--- src/design/cmx_sel_defines.vh ---
// Constants for the comparator input and mask source selection block.
`ifndef CMX_SEL_DEFINES_VH
`define CMX_SEL_DEFINES_VH
// Register byte addresses on the Avalon-MM word bus.
`define CMX_ADDR_CONTROL 4'h0
`define CMX_ADDR_MASKSRC 4'h4
`define CMX_ADDR_W 4
// Control register fields.
`define CMX_CTL_REF_BIT 4
`define CMX_CTL_CH_HI 1
`define CMX_CTL_CH_LO 0
`define CMX_CTL_WMASK 16'h0013
// Mask source register fields.
`define CMX_MSK_A_HI 3
`define CMX_MSK_A_LO 0
`define CMX_MSK_B_HI 7
`define CMX_MSK_B_LO 4
`define CMX_MSK_C_HI 11
`define CMX_MSK_C_LO 8
`define CMX_MSK_WMASK 16'h0FFF
// Reset values.
`define CMX_CTL_RESET 16'h0000
`define CMX_MSK_RESET 16'h0000
`define CMX_RDATA_RESET 32'h00000000
// Bus response codes.
`define CMX_RESP_OKAY 2'h0
`define CMX_RESP_SLVERR 2'h2
// Inverting channel codes.
`define CMX_CH_PIN_B 2'h0
`define CMX_CH_PIN_C 2'h1
`define CMX_CH_PIN_D 2'h2
`define CMX_CH_INTERNAL_REFERENCE_SOURCE 2'h3
// Mask source codes.
`define CMX_SRC_G1_LOW 4'h0
`define CMX_SRC_G1_HIGH 4'h1
`define CMX_SRC_G2_LOW 4'h2
`define CMX_SRC_G2_HIGH 4'h3
`define CMX_SRC_G3_LOW 4'h4
`define CMX_SRC_G3_HIGH 4'h5
`endif

--- src/design/cmx_sel.v ---
// Comparator input routing and blanking mask source selection with Avalon-MM registers.
// Notes on behaviour
// - Reference select set routes non-inverting input to internal reference voltage.
// - Reference select clear routes non-inverting input to pin A.
// - Channel field 11 connects inverting input to internal reference source.
// - Channel field 10 pin D, 01 pin C, 00 pin B.
// - Control bits 15 to 5, 3 and 2 ignore writes and read zero.
// - Mask codes 0..5 pick generator 1..3 low/high; 6..15 reserved.
//
// The register offsets and the Avalon-MM register port were left to the implementer.
`timescale 1ns/1ps
`include "cmx_sel_defines.vh"

module cmx_sel (
  input wire clk,
  input wire rstn,
  input wire [`CMX_ADDR_W-1:0] avs_address,
  input wire avs_read,
  input wire avs_write,
  input wire [31:0] avs_writedata,
  input wire [3:0] avs_byteenable,
  output reg [31:0] avs_readdata,
  output reg avs_waitrequest,
  output reg [1:0] avs_response,
  input wire comparator_pin_a,
  input wire comparator_pin_b,
  input wire comparator_pin_c,
  input wire comparator_pin_d,
  input wire internal_reference_voltage,
  input wire internal_reference_source,
  input wire pwm_gen1_low,
  input wire pwm_gen1_high,
  input wire pwm_gen2_low,
  input wire pwm_gen2_high,
  input wire pwm_gen3_low,
  input wire pwm_gen3_high,
  output reg vinPlus_ff,
  output reg vinMinus_ff,
  output reg maskA_ff,
  output reg maskB_ff,
  output reg maskC_ff,
  output reg [15:0] controlOut_ff,
  output reg [15:0] maskSrcOut_ff
);

  // Register images and the acknowledge flag of the bus slave.
  reg [15:0] ctl_ff;
  reg [15:0] msk_ff;
  reg ack_ff;
  // Next values of the register images and of the bus answer.
  reg [15:0] nxt_ctl;
  reg [15:0] nxt_msk;
  reg [31:0] nxt_readdata;
  reg [1:0] nxt_response;
  // Decoded bus fields and next values of the routed comparator inputs.
  reg [15:0] wrBits;
  reg [15:0] rdBits;
  reg rdHit;
  reg nxt_vinPlus;
  reg nxt_vinMinus;
  // Bus handshake terms and the three mask picks.
  wire req;
  wire take;
  wire commit;
  wire [5:0] pwmVec;
  wire pickA;
  wire pickB;
  wire pickC;

  // A request is present while either strobe is high.
  assign req = avs_read | avs_write;

  // A request is taken once; the edge after an acknowledge never takes it again, because
  // the master only drops its strobes at that edge.
  assign take = req & ~ack_ff;

  // A write lands at the edge where the master sees waitrequest low, and at no other.
  assign commit = ack_ff & avs_write;

  // The six generator outputs in code order, lowest code in the lowest bit.
  assign pwmVec = {pwm_gen3_high, pwm_gen3_low, pwm_gen2_high, pwm_gen2_low,
                   pwm_gen1_high, pwm_gen1_low};

  cmx_sel_mask_pick u_pickA (
    .code(msk_ff[`CMX_MSK_A_HI:`CMX_MSK_A_LO]),
    .src(pwmVec),
    .pick(pickA)
  );

  cmx_sel_mask_pick u_pickB (
    .code(msk_ff[`CMX_MSK_B_HI:`CMX_MSK_B_LO]),
    .src(pwmVec),
    .pick(pickB)
  );

  cmx_sel_mask_pick u_pickC (
    .code(msk_ff[`CMX_MSK_C_HI:`CMX_MSK_C_LO]),
    .src(pwmVec),
    .pick(pickC)
  );

  // Byte lanes 0 and 1 cover the sixteen register bits; lanes 2 and 3 have nothing behind them.
  always @* begin
    wrBits = {{8{avs_byteenable[1]}}, {8{avs_byteenable[0]}}};
  end

  // Address decode for reads; an unmapped address reads zero and is flagged.
  always @* begin
    rdBits = 16'h0000;
    rdHit = 1'b1;
    case (avs_address)
      `CMX_ADDR_CONTROL: begin
        rdBits = ctl_ff;
      end
      `CMX_ADDR_MASKSRC: begin
        rdBits = msk_ff;
      end
      default: begin
        rdHit = 1'b0;
      end
    endcase
  end

  // Control register merge; only the reference bit and the channel field can take a one.
  always @* begin
    nxt_ctl = ctl_ff;
    if (avs_address == `CMX_ADDR_CONTROL) begin
      nxt_ctl = ((ctl_ff & ~wrBits) | (avs_writedata[15:0] & wrBits)) & `CMX_CTL_WMASK;
    end
  end

  // Mask source register merge; the top nibble can never take a one.
  always @* begin
    nxt_msk = msk_ff;
    if (avs_address == `CMX_ADDR_MASKSRC) begin
      nxt_msk = ((msk_ff & ~wrBits) | (avs_writedata[15:0] & wrBits)) & `CMX_MSK_WMASK;
    end
  end

  // Bus answer: read data padded to the word, and an error code for an unmapped address.
  always @* begin
    nxt_readdata = {16'h0000, rdBits};
    if (rdHit) begin
      nxt_response = `CMX_RESP_OKAY;
    end else begin
      nxt_response = `CMX_RESP_SLVERR;
    end
  end

  // Non-inverting input steering.
  always @* begin
    if (ctl_ff[`CMX_CTL_REF_BIT]) begin
      nxt_vinPlus = internal_reference_voltage;
    end else begin
      nxt_vinPlus = comparator_pin_a;
    end
  end

  // Inverting input steering; all four codes are used, so the default is only a safe low.
  always @* begin
    case (ctl_ff[`CMX_CTL_CH_HI:`CMX_CTL_CH_LO])
      `CMX_CH_PIN_B: begin
        nxt_vinMinus = comparator_pin_b;
      end
      `CMX_CH_PIN_C: begin
        nxt_vinMinus = comparator_pin_c;
      end
      `CMX_CH_PIN_D: begin
        nxt_vinMinus = comparator_pin_d;
      end
      `CMX_CH_INTERNAL_REFERENCE_SOURCE: begin
        nxt_vinMinus = internal_reference_source;
      end
      default: begin
        nxt_vinMinus = 1'b0;
      end
    endcase
  end

  // Acknowledge flag: set for the one cycle after a request is taken.
  always @(posedge clk or negedge rstn) begin
    if (!rstn) begin
      ack_ff <= 1'b0;
    end else begin
      ack_ff <= take;
    end
  end

  // Waitrequest: high at rest and in reset, low for exactly one cycle of acknowledge.
  always @(posedge clk or negedge rstn) begin
    if (!rstn) begin
      avs_waitrequest <= 1'b1;
    end else begin
      avs_waitrequest <= ~take;
    end
  end

  // Read data and response are loaded when a request is taken and stand through the answer.
  always @(posedge clk or negedge rstn) begin
    if (!rstn) begin
      avs_readdata <= `CMX_RDATA_RESET;
      avs_response <= `CMX_RESP_OKAY;
    end else if (take) begin
      avs_readdata <= nxt_readdata;
      avs_response <= nxt_response;
    end
  end

  // Register images are written only at the accepting edge; a write to an unmapped address
  // leaves both untouched.
  always @(posedge clk or negedge rstn) begin
    if (!rstn) begin
      ctl_ff <= `CMX_CTL_RESET;
      msk_ff <= `CMX_MSK_RESET;
    end else if (commit) begin
      ctl_ff <= nxt_ctl;
      msk_ff <= nxt_msk;
    end
  end

  // Routed comparator inputs, one cycle behind the pins and the control register.
  always @(posedge clk or negedge rstn) begin
    if (!rstn) begin
      vinPlus_ff <= 1'b0;
      vinMinus_ff <= 1'b0;
    end else begin
      vinPlus_ff <= nxt_vinPlus;
      vinMinus_ff <= nxt_vinMinus;
    end
  end

  // Blanking mask outputs, one cycle behind the generators and the mask source register.
  always @(posedge clk or negedge rstn) begin
    if (!rstn) begin
      maskA_ff <= 1'b0;
      maskB_ff <= 1'b0;
      maskC_ff <= 1'b0;
    end else begin
      maskA_ff <= pickA;
      maskB_ff <= pickB;
      maskC_ff <= pickC;
    end
  end

  // Register image outputs, so the rest of the device sees the settings without the bus.
  always @(posedge clk or negedge rstn) begin
    if (!rstn) begin
      controlOut_ff <= `CMX_CTL_RESET;
      maskSrcOut_ff <= `CMX_MSK_RESET;
    end else begin
      controlOut_ff <= ctl_ff;
      maskSrcOut_ff <= msk_ff;
    end
  end

endmodule // cmx_sel

// One blanking mask selector: turns a four-bit source code into one generator output.
module cmx_sel_mask_pick #(
  parameter CODE_W = 4,
  parameter SRC_N = 6
) (
  input wire [CODE_W-1:0] code,
  input wire [SRC_N-1:0] src,
  output reg pick
);

  // Codes zero to five name a generator output; a stray reserved code yields a quiet low.
  // mask source codes
  always @* begin
    case (code)
      `CMX_SRC_G1_LOW: begin
        pick = src[0];
      end
      `CMX_SRC_G1_HIGH: begin
        pick = src[1];
      end
      `CMX_SRC_G2_LOW: begin
        pick = src[2];
      end
      `CMX_SRC_G2_HIGH: begin
        pick = src[3];
      end
      `CMX_SRC_G3_LOW: begin
        pick = src[4];
      end
      `CMX_SRC_G3_HIGH: begin
        pick = src[5];
      end
      default: begin
        pick = 1'b0; // Reserved codes never blank the comparator by themselves.
      end
    endcase
  end

endmodule // cmx_sel_mask_pick

--- config.mk ---
export PLATFORM = sky130hd
export DESIGN_NAME = cmx_sel
export DESIGN_NICKNAME = d
export VERILOG_FILES = /design/src/design/cmx_sel.v
export VERILOG_INCLUDE_DIRS = /design/src /design/src/design
export SDC_FILE = /design/constraint.sdc
export NUM_CORES = 1
export LEC_CHECK = 0
export ABC_AREA = 1
export BUFFER_PORTS_ARGS = -buffer_cell sky130_fd_sc_hd__buf_2
export CORE_ASPECT_RATIO = 0.8
export CORE_UTILIZATION = 30
export CTS_CLUSTER_DIAMETER = 80
export DETAILED_ROUTE_END_ITERATION = 12
export PLACE_DENSITY = 0.6
export SLEW_MARGIN = 5
export SYNTH_ARGS = -nofsm -noshare
export SYNTH_HDL_FRONTEND = slang
export SYNTH_SLANG_ARGS = --single-unit
--- constraint.sdc ---
create_clock -name clk -period 1.4 [get_ports clk]
set_input_delay 0.28 -clock clk [delete_from_list [all_inputs] [get_ports clk]]
set_output_delay 0.28 -clock clk [all_outputs]
set_load 0.1 [all_outputs]
* Yosys cells after proc, flatten, opt, wreduce, memory -nomap -nowiden
Cells that the tools add are included.
** Storage, ports and cells
- Register bits :: 55
- Latch bits :: 0
- RAM bits :: 0
- Memory bits (read-only) :: 0
- Output and inout bits :: 72
- Logic and storage cells :: 59
- Memories kept :: 0
** Cells by class
- Add/subtract/negate cells :: 0
- Multipliers :: 0
- Divide/modulo/power cells :: 0
- $lt $le $gt $ge :: 0
- Equal/unequal tests :: 19
- Shift operators :: 0
- Mux-type cells :: 8
- Bitwise gates (word level) :: 11
- Reduce and logical (&&, ||, !) cells :: 8
** Operators by type and width (count)
- == test 4 x 3 -> 1 bit (second input constant) :: 7
- bitwise AND 12 bit :: 2
- == test 4 x 2 -> 1 bit (second input constant) :: 6
- case mux 12 bit (2 select lines) :: 1
- case mux 1 bit (6 select lines) :: 3
- zero test 4 bit :: 4
- == test 4 x 1 -> 1 bit (second input constant) :: 3
- inverter 12 bit :: 1
- OR 12 bit :: 1
- bitwise AND 5 bit :: 1
- OR 5 bit :: 1
- == test 2 bit (second input constant) :: 2
- case mux 1 bit (4 select lines) :: 1
- AND reduction 2 bit :: 2
- bitwise AND 1 bit :: 2
- == test 2 x 1 -> 1 bit (second input constant) :: 1
- zero test 2 bit :: 1
- 2-to-1 mux 1 bit :: 2
- 2-to-1 mux 2 bit :: 1
- inverter 1 bit :: 2
- OR reduction 2 bit :: 1
- OR 1 bit :: 1

* Longest topological paths before layout
Gate-level depths: netlist of the first run.
- Depth after elaboration :: 4
- Gate-level depth with buffers :: 6

* Hierarchy
A second synthesis of the first run with hierarchy kept.
** Second synthesis, totals
- Cell total of the unflattened synthesis :: 278
- Area, all modules :: 2404.8 µm²
** Modules (own cells, without submodules)
- cmx_sel :: instances 1, cells each 212, area each 2119.5 µm², sequential area each 1252.5 µm²
- cmx_sel_mask_pick :: instances 3, cells each 22, area each 95.1 µm², sequential area each 0.0 µm²

* Least setup slack after synthesis of the first run
No wires, ideal clock.
- Path type :: reg2out
- Start point :: register avs_readdata[0]
- End point :: output avs_readdata[0]
- Arrival :: 898 ps
- Slack :: 222 ps
- Cell stages (with the launch flop) :: 1
- Path buffers :: 0
- Cell sequence :: dfrtp_1
** RTL lines
- start: declaration :: RTL line cmx_sel.v:22 : output reg [31:0] avs_readdata,
- start signal: assignment :: RTL line cmx_sel.v:201 : avs_readdata <= `CMX_RDATA_RESET;
- start signal: assignment :: RTL line cmx_sel.v:204 : avs_readdata <= nxt_readdata;
No word-level cell between the ends.

* Worst setup path after layout of the first run
- Start point :: register avs_readdata[10]
- End point :: output avs_readdata[10]
No word-level cell between the ends.

==> results.py, run 1 <==
metrics = {
    "global_route": {
        "track_usage": 0.133,
        "grt_pass1_vias": 1705,
        "antenna_found_initial": 0,
        "grt.overflow.total": 0,
        "grt_max_degree": 38,
        "grt_pass1_wl_mm": 8.22,
    },
    "routing": {
        "drt_iter0_markers": 44,
        "wl_per_cell_um": 11.4,
        "drt_first_pass_iters": 4,
        "highest_layer": "met4",
        "post-route-drc-count": 0,
        "num_vias": 1873,
        "route.met2.wl_mm": 2.26,
        "wl_mm": 5.22,
        "ant_nets": 0,
        "viasPerCell": 4.11,
        "wl_met3_um": 366,
        "wirelength_met1_mm": 2.53,
    },
    "sta": {
        "whs_ns": 0.177,
        "slew_viol_final": 0,
        "final.setup.tns_ns": 0,
        "min_period_ns": 1.36,
        "hold_violations": 0,
        "max_freq_ghz": 0.735,
        "fin_crit_sh": 0.972,
        "setup_violations": 0,
        "finClkSkew_ns": 0.00865,
        "rsz0062_at_grt": "false",
    },
    "setup_path": {
        "cp.arrival_ns": 1.08,
        "cp-startpoint": "avs_readdata[10]$_DFFE_PN0P_",
        "worst_setup_path_end_kind": "output pin",
        "cp_top_family": "buffers and inverters",
        "crit_cells": 1,
        "crit_fanout": 2,
        "critPathMaxStageDelay_ns": 0.43,
        "required_ns": 1.12,
        "critPathLaunchType": "register",
        "critical_path_class": "reg2out",
        "cp_cell_sequence": "buf_2",
        "crit_slowest_cell": "buf_2",
        "path_buf_inv": 1,
        "worstReg2RegStart": "ack_ff$_DFF_PN0_",
        "worst-r2r-setup-slack_ns": 0.23,
        "ff2ff_path_depth": 5,
    },
    "place": {
        "place_area_um2": 2740,
        "port-buffer-count": 67,
        "gp_congestion": 0.759,
        "dp_hpwl_mm": 3.95,
    },
    "min_path": {
        "whs_path_depth": 3,
        "holdPathEnd": "vinPlus_ff$_DFF_PN0_",
        "hold_class": "in2reg",
        "hp-start": "comparator_pin_a",
    },
    "clocking": {
        "cts_max_path_buffers": 2,
        "clk_pin_slew_ns": 0.09,
        "cts_htree_levels": 2,
        "numClockSinks": 50,
        "cts_tree": "built",
        "clk_latency_ns": 0.30,
        "numCtsBuffers": 5,
        "clockRootBuffer": "clkbuf_8",
    },
    "die": {
        "num_rows": 28,
        "die_h_um": 81.6,
        "coreArea_um2": 7530,
        "dieArea_um2": 8270,
        "initial_utilization": 0.315,
        "ios": 128,
        "die_w_um": 101,
    },
    "pwr": {
        "peakVddDrop_v": 0.000541,
        "power.total_uw": 4930,
        "switching_power_uw": 2280,
        "power_frac_clock": 0.247,
        "power_report.internal_total_uw": 2660,
        "swShare": 0.462,
        "leakage_uw": 0.00169,
        "pwr-share-seq": 0.362,
        "powerDensity_nw_per_um2": 1690,
        "combPwrFrac": 0.391,
    },
    "outcome": {
        "status": "finished, final reports clean",
    },
    "yosys": {
        "synthCells": 275,
        "ys_seq_area_frac": 0.528,
        "synth.distinct_cells": 21,
        "ys.flop_type": "dfrtp_1",
        "synth-seq-cells": 50,
        "async_flop_share": 1.00,
        "synth_edf_count": 0,
        "syn_area_um2": 2370,
        "yosysWarnings": 0,
        "syn_avg_cell_area_um2": 8.63,
    },
    "finish": {
        "fin_nets": 406,
        "fill_cells": 773,
        "drive_above_1_share": 0.256,
        "diodes": 0,
        "fin_util": 0.387,
        "syn_to_final_growth_pct": 22.9,
        "final_area_um2": 2920,
    },
    "flow_run": {
        "maxCapViolCount": 0,
    },
}
[final cells by class]
type                            instances  area (um2)  area share
Clock buffer                            6        82.6      0.0283
Clock inverter                          2        60.1      0.0206
Inverter                               22        82.6      0.0283
Multi-Input combinational cell        198         860       0.295
Sequential cell                        50        1250       0.429
Tap cell                              105         131      0.0450
Timing Repair Buffer                   73         448       0.154
[metrics by stage]
| stage | std cells | worst slack (ns) |
|---|---|---|
| after floorplan | 312 | 0.222 |
| after global routing | 456 | 0.00445 |
| after global placement | 447 | 0.215 |
| after detailed placement | 447 | 0.192 |
| final | 456 | 0.0394 |
| after CTS | 456 | 0.00271 |
[cells by family (layout without fill, tap and decap cells)]
kind of cell | after synthesis | in the layout | share of synthesized area
AOI/OAI and AO/OA | 6 | 6 | 0.0132
other | 1 | 38 | 0.00158
DFF | 50 | 50 | 0.528
and+or+nand+nor | 154 | 154 | 0.289
buffers and inverters | 64 | 103 | 0.169
[power groups by stage]
stage	clock, uW	combinational (uW)	sequential, uW
CTS	1270	1930	1790
global route	1320	2030	1820
global placement	0	1920	1820
detailed placement	0	1930	1820
finish	1220	1930	1790
floorplan	0	787	2680
[what timing repair did]
action | in CTS | in global routing
endpoints found under the hold margin | 12 | 0
resized for setup | 1 | 8
hold buffers | 1 | 0
setup endpoints to repair | 1 | 8
buffers inserted | 0 | 0
cloned | 0 | 0
[synthesized netlist by cell type, types with 2 or more instances]
cell / instances / share of area
o21ai_1: 3 / 0.0063
dfrtp_1: 49 / 0.52
nor2_2: 2 / 0.0053
buf_2: 2 / 0.0042
buf_4: 38 / 0.12
nand2_1: 79 / 0.12
nand4_1: 6 / 0.016
inv_2: 3 / 0.0047
o21ai_0: 2 / 0.0042
nor2_1: 21 / 0.033
buf_6: 2 / 0.0095
nand3_1: 41 / 0.086
inv_1: 19 / 0.030
[layer usage]
layer | vias up | GRT usage
met2 | 62 | 0.202
met5 | - | 0
met3 | 7 | 0.0426
met1 | 862 | 0.180
met4 | 0 | 0.0406
li1 | 942 | -
[placed cells by master (no fill, tap or decap), types with 2 or more instances in the layout]
cell / n
nand2_1: 79
buf_2: 56
dfrtp_1: 49
nand3_1: 41
conb_1: 38
nor2_1: 21
inv_1: 19
clkbuf_4: 8
nand4_1: 6
clkbuf_8: 6
buf_4: 5
inv_2: 3
o21ai_1: 3
buf_12: 3
o21ai_0: 2
nor2_2: 2
bufinv_16: 2
[worst max path at each step]
stage          slack [ns]          endpoint
2_1_floorplan        0.22   avs_readdata[0]
3_3_place_gp         0.22          register
3_5_place_dp         0.19          register
4_1_cts             0.003   avs_readdata[2]
5_1_grt             0.004   avs_response[1]
6_report             0.04  avs_readdata[10]
Note: power is estimated with default switching activity, not from simulation.
==> inputs of run 2 (changes only) <==
- REMOVE_ABC_BUFFERS: unset -> 1
==> run 2 against run 1 <==
Against the previous run: sequential power about the same; count of clock-buffer cells in the layout unchanged; register-to-register slack worse by 0.04 ns; flip-flop and latch count unchanged; clock power down 18%; global-route usage down 0.35 points; combinational power about the same; largest power group unchanged; sequential share of layout area up 0.67 points; hold slack better by 0.0021 ns; fmax about the same; critical endpoint is now avs_readdata[8]; power down 4.6%.
==> results.py, run 2 (synthesis results as in run 1) <==
metrics = {
    "die": {
        "die_w_um": 101,
        "initial_utilization": 0.315,
        "num_rows": 28,
        "die_h_um": 81.6,
        "ios": 128,
        "dieArea_um2": 8270,
        "coreArea_um2": 7530,
    },
    "clocking": {
        "clockRootBuffer": "clkbuf_8",
        "post_cts_buffers": 0,
        "cts_max_path_buffers": 2,
        "cts_tree": "built",
        "clk_latency_ns": 0.30,
        "cts_htree_levels": 2,
        "numClockSinks": 50,
        "numCtsBuffers": 5,
        "clk_pin_slew_ns": 0.09,
    },
    "setup_path": {
        "required_ns": 1.12,
        "cp.arrival_ns": 1.08,
        "critPathMaxStageDelay_ns": 0.43,
        "path_buf_inv": 1,
        "critPathLaunchType": "register",
        "crit_slowest_cell": "buf_2",
        "worstReg2RegStart": "ack_ff$_DFF_PN0_",
        "ff2ff_path_depth": 5,
        "worst_setup_path_end_kind": "output pin",
        "critical_path_class": "reg2out",
        "cp-startpoint": "avs_readdata[8]$_DFFE_PN0P_",
        "cp_top_family": "buffers and inverters",
        "cp_cell_sequence": "buf_2",
        "worst-r2r-setup-slack_ns": 0.19,
        "crit_fanout": 2,
    },
    "sta": {
        "finClkSkew_ns": 0.00757,
        "max_freq_ghz": 0.735,
        "setup_violations": 0,
        "slew_viol_final": 0,
        "rsz0062_at_grt": "false",
        "hold_violations": 0,
        "final.setup.tns_ns": 0,
        "min_period_ns": 1.36,
        "fin_crit_sh": 0.971,
        "whs_ns": 0.179,
    },
    "outcome": {
        "status": "finished, final reports clean",
    },
    "flow_run": {
        "maxCapViolCount": 0,
    },
    "place": {
        "port-buffer-count": 67,
        "gp_congestion": 0.741,
        "dp_hpwl_mm": 3.85,
    },
    "finish": {
        "fill_cells": 794,
        "drive_above_1_share": 0.254,
        "diodes": 0,
        "layout_commonest_cell": "nand2_1",
        "syn_to_final_growth_pct": 21.0,
        "final_cell_mix": "nand2_1 (79), buf_2 (56), dfrtp_1 (49), nand3_1 (41), conb_1 (38)",
        "fin_nets": 406,
    },
    "global_route": {
        "track_usage": 0.129,
        "antenna_found_initial": 0,
        "grt_max_degree": 51,
        "grt.overflow.total": 0,
        "grt_pass1_wl_mm": 8.05,
        "grt_pass1_vias": 1680,
    },
    "routing": {
        "drt_iter0_markers": 46,
        "drt_first_pass_iters": 4,
        "wl_mm": 5.15,
        "wl_per_cell_um": 11.3,
        "num_vias": 1868,
        "post-route-drc-count": 0,
        "ant_nets": 0,
        "viasPerCell": 4.10,
    },
    "pwr": {
        "peakVddDrop_v": 0.000690,
        "powerDensity_nw_per_um2": 1640,
        "leakage_uw": 0.00167,
    },
    "min_path": {
        "hp-start": "comparator_pin_a",
        "holdPathEnd": "vinPlus_ff$_DFF_PN0_",
        "hold_class": "in2reg",
        "whs_path_depth": 3,
    },
}
==> run 2: changes by cell type in the layout (fill, tap and decap cells not counted), sizes merged <==
cell      before  now
buf           64   63
bufinv         2    1
clkbuf        14   15
clkinvlp       0    1
==> run 2: routing by layer <==
layer  vias to the layer above  GRT usage  share of wire
li1                        942          -              -
met1                       846      0.176           0.50
met2                        75      0.198           0.42
met3                         5     0.0391          0.071
met4                         0     0.0391         0.0091
met5                         -          0              0
==> run 2: timing repair <==
| item | CTS | global route |
|---|---|---|
| hold endpoints to repair | 49 | 0 |
| setup endpoints to repair | 1 | 9 |
| hold buffers | 1 | 0 |
| resized for setup | 1 | 9 |
| pin swaps | 0 | 0 |
==> run 2: how the worst max path moves through the flow <==
stage / endpoint / cells after the start
final: avs_readdata[8] / 1
after global routing: avs_readdata[3] / 1
after CTS: avs_readdata[11] / 1
after detailed placement: register / 7
after global placement: register / 7
after floorplan: avs_readdata[0]$_DFFE_PN0P_ / 4
==> run 2: power breakdown <==
part / internal (uW) / switching [uW]
sequential: 1630 / 148
clock: 533 / 465
combinational: 254 / 1670
total: 2420 / 2280
==> run 2: area by class of cell <==
class	count	area [um2]	area share
repair buffers	73	435	0.152
inverters	22	82.6	0.0288
flip-flops and latches	50	1250	0.436
clock inverters	2	37.5	0.0131
multi-input cells	198	860	0.299
clock buffers	6	72.6	0.0253
well taps	105	131	0.0458
==> run 2: through the flow <==
stage | cells | worst slack (ns) | util | area, um2 | total power (uW)
after floorplan | 270 | 0.150 | - | 2190 | 3370
after global placement | 447 | 0.201 | 0.362 | 2730 | 3720
after detailed placement | 447 | 0.186 | 0.362 | 2730 | 3730
after CTS | 456 | 0.0133 | 0.378 | 2850 | 4750
after global routing | 456 | 0.00381 | 0.381 | 2870 | 4910
final | 456 | 0.0400 | 0.381 | 2870 | 4710
==> inputs of run 3 (changes only) <==
- ABC_AREA: 1 -> unset
- PLACE_DENSITY: 0.6 -> 0.62
==> run 3 against run 2 <==
Against the previous run: hold slack improved by 0.032 ns; critical endpoint is now avs_readdata[11]; flip-flop and latch count did not move; highest routed layer unchanged; clock skew fell by 0.0027 ns.
==> results.py, run 3 <==
metrics = {
    "setup_path": {
        "path_buf_inv": 1,
        "cp_cell_sequence": "buf_2",
        "critical_path_class": "reg2out",
        "critPathLaunchType": "register",
        "crit_slowest_cell": "buf_2",
        "required_ns": 1.12,
        "ff2ff_path_depth": 5,
        "cp.arrival_ns": 1.08,
        "worst-r2r-setup-slack_ns": 0.07,
        "crit_cells": 1,
        "worst_setup_path_end_kind": "output pin",
        "crit_fanout": 2,
        "cp_top_family": "buffers and inverters",
        "critPathMaxStageDelay_ns": 0.43,
    },
    "yosys": {
        "yosysMostFrequentCell": "dfrtp_1",
        "synth.distinct_cells": 29,
        "synthCells": 155,
        "synth_edf_count": 0,
        "syn_avg_cell_area_um2": 13.9,
        "ys.flop_type": "dfrtp_1",
        "async_flop_share": 1.00,
        "synth_area_leader_cell": "dfrtp_1",
        "synth_commonest_cells": "dfrtp_1 (49), buf_4 (39), mux2_2 (17), a22o_1 (9)",
        "synth-seq-cells": 50,
        "synthTopCellsByArea": "dfrtp_1 (57%), buf_4 (14%), mux2_2 (8.9%)",
        "netlist.area_leader.share": 0.568,
        "syn_area_um2": 2160,
        "yosysWarnings": 0,
        "ys_seq_area_frac": 0.580,
    },
    "finish": {
        "fin_nets": 295,
        "syn_to_final_growth_pct": 28.7,
        "final_cell_mix": "buf_2 (55), dfrtp_1 (49), conb_1 (38), mux2_2 (17), clkbuf_4 (10)",
        "layout_commonest_cell": "buf_2",
        "diodes": 0,
        "fin_util": 0.401,
        "final_area_um2": 2780,
        "drive_above_1_share": 0.483,
    },
    "min_path": {
        "hold_class": "in2reg",
        "whs_path_depth": 2,
    },
    "clocking": {
        "cts_htree_levels": 2,
        "cts_max_path_buffers": 2,
        "clk_pin_slew_ns": 0.09,
        "numCtsBuffers": 5,
        "clockRootBuffer": "clkbuf_8",
        "clk_latency_ns": 0.29,
        "post_cts_buffers": 0,
        "numClockSinks": 50,
        "cts_tree": "built",
    },
    "flow_run": {
        "maxCapViolCount": 0,
    },
    "global_route": {
        "grt_use_met2": 0.179,
        "grt_max_degree": 51,
        "track_usage": 0.122,
        "grtUsageMet3": 0.0378,
        "met1_usage": 0.173,
        "grt_pass1_wl_mm": 7.07,
        "grt_pass1_vias": 1348,
        "top_usage_layer": "met2",
        "grt.overflow.total": 0,
        "antenna_found_initial": 0,
    },
    "sta": {
        "rsz0062_at_grt": "false",
        "slew_viol_final": 0,
        "min_period_ns": 1.36,
        "setup_violations": 0,
        "hold_violations": 0,
        "fin_crit_sh": 0.968,
        "finClkSkew_ns": 0.00482,
        "max_freq_ghz": 0.738,
        "final.setup.tns_ns": 0,
    },
    "routing": {
        "wl_mm": 4.32,
        "drt_first_pass_iters": 4,
        "drt_iter0_markers": 52,
        "wl_per_cell_um": 13.2,
        "num_vias": 1333,
        "ant_nets": 0,
        "post-route-drc-count": 0,
        "viasPerCell": 4.08,
    },
    "die": {
        "die_w_um": 96.8,
        "initial_utilization": 0.312,
        "die_h_um": 77.9,
        "coreArea_um2": 6930,
        "num_rows": 27,
        "ios": 128,
        "dieArea_um2": 7540,
    },
    "place": {
        "port-buffer-count": 67,
        "dp_hpwl_mm": 3.29,
        "gp_congestion": 0.733,
        "place_area_um2": 2590,
    },
    "outcome": {
        "status": "finished, final reports clean",
    },
    "pwr": {
        "peakVddDrop_v": 0.000766,
        "powerDensity_nw_per_um2": 1680,
        "leakage_uw": 0.00147,
    },
}
[run 3: final timing paths]
kind                                              startpoint                     endpoint
worst max-delay path            avs_readdata[11]$_DFFE_PN0P_             avs_readdata[11]
worst min-delay path              internal_reference_voltage         vinPlus_ff$_DFF_PN0_
worst max register to register              ack_ff$_DFF_PN0_  avs_readdata[8]$_DFFE_PN0P_
worst min register to register                      register   maskSrcOut_ff[3]$_DFF_PN0_
max in group asynchronous                               rstn    avs_waitrequest$_DFF_PN1_
min in group asynchronous                               rstn         vinPlus_ff$_DFF_PN0_
[run 3: per-stage QoR]
stage,hold slack [ns],instances,worst slack [ns],total power (uW)
floorplan,-0.0156,152,-0.0981,3140
global placement,0.286,318,-0.262,3460
detailed placement,0.289,318,-0.267,3470
CTS,0.199,327,0.00809,4710
global route,0.197,327,0.000678,4860
finish,0.211,327,0.0446,4670
[run 3: final cells by class]
| class | instances | area [um2] |
|---|---|---|
| Clock inverter | 2 | 60.1 |
| Inverter | 3 | 11.3 |
| Tap cell | 87 | 109 |
| Fill cell | 681 | 4150 |
| Sequential cell | 50 | 1250 |
| Clock buffer | 6 | 82.6 |
| Multi-Input combinational cell | 99 | 743 |
| Timing Repair Buffer | 80 | 519 |
[run 3: cell families after synthesis]
logic type | after synthesis | synth area share
multiplexers | 26 | 0.154
buffers and inverters | 43 | 0.143
flip-flops | 50 | 0.580
other | 1 | 0.00174
AND/OR/NAND/NOR | 18 | 0.0609
AO/OA/AOI/OAI | 17 | 0.0603
[run 3: repair_timing]
item                       CTS  global route
hold buffers                 1             0
resized for setup            2            14
hold endpoints to repair    49             0
setup endpoints to repair    2            19
[run 3: metal layers]
| metal | up-vias | routed length (um) |
|---|---|---|
| met5 | - | 0 |
| met3 | 4 | 258 |
| met1 | 647 | 2110 |
| met2 | 52 | 1910 |
| li1 | 630 | - |
| met4 | 0 | 36 |
[run 3: power breakdown]
part / internal, uW / switching [uW] / leakage, uW
Sequential: 1610 / 108 / 0.000661
Clock: 762 / 461 / 0.0000714
Combinational: 296 / 1430 / 0.000736
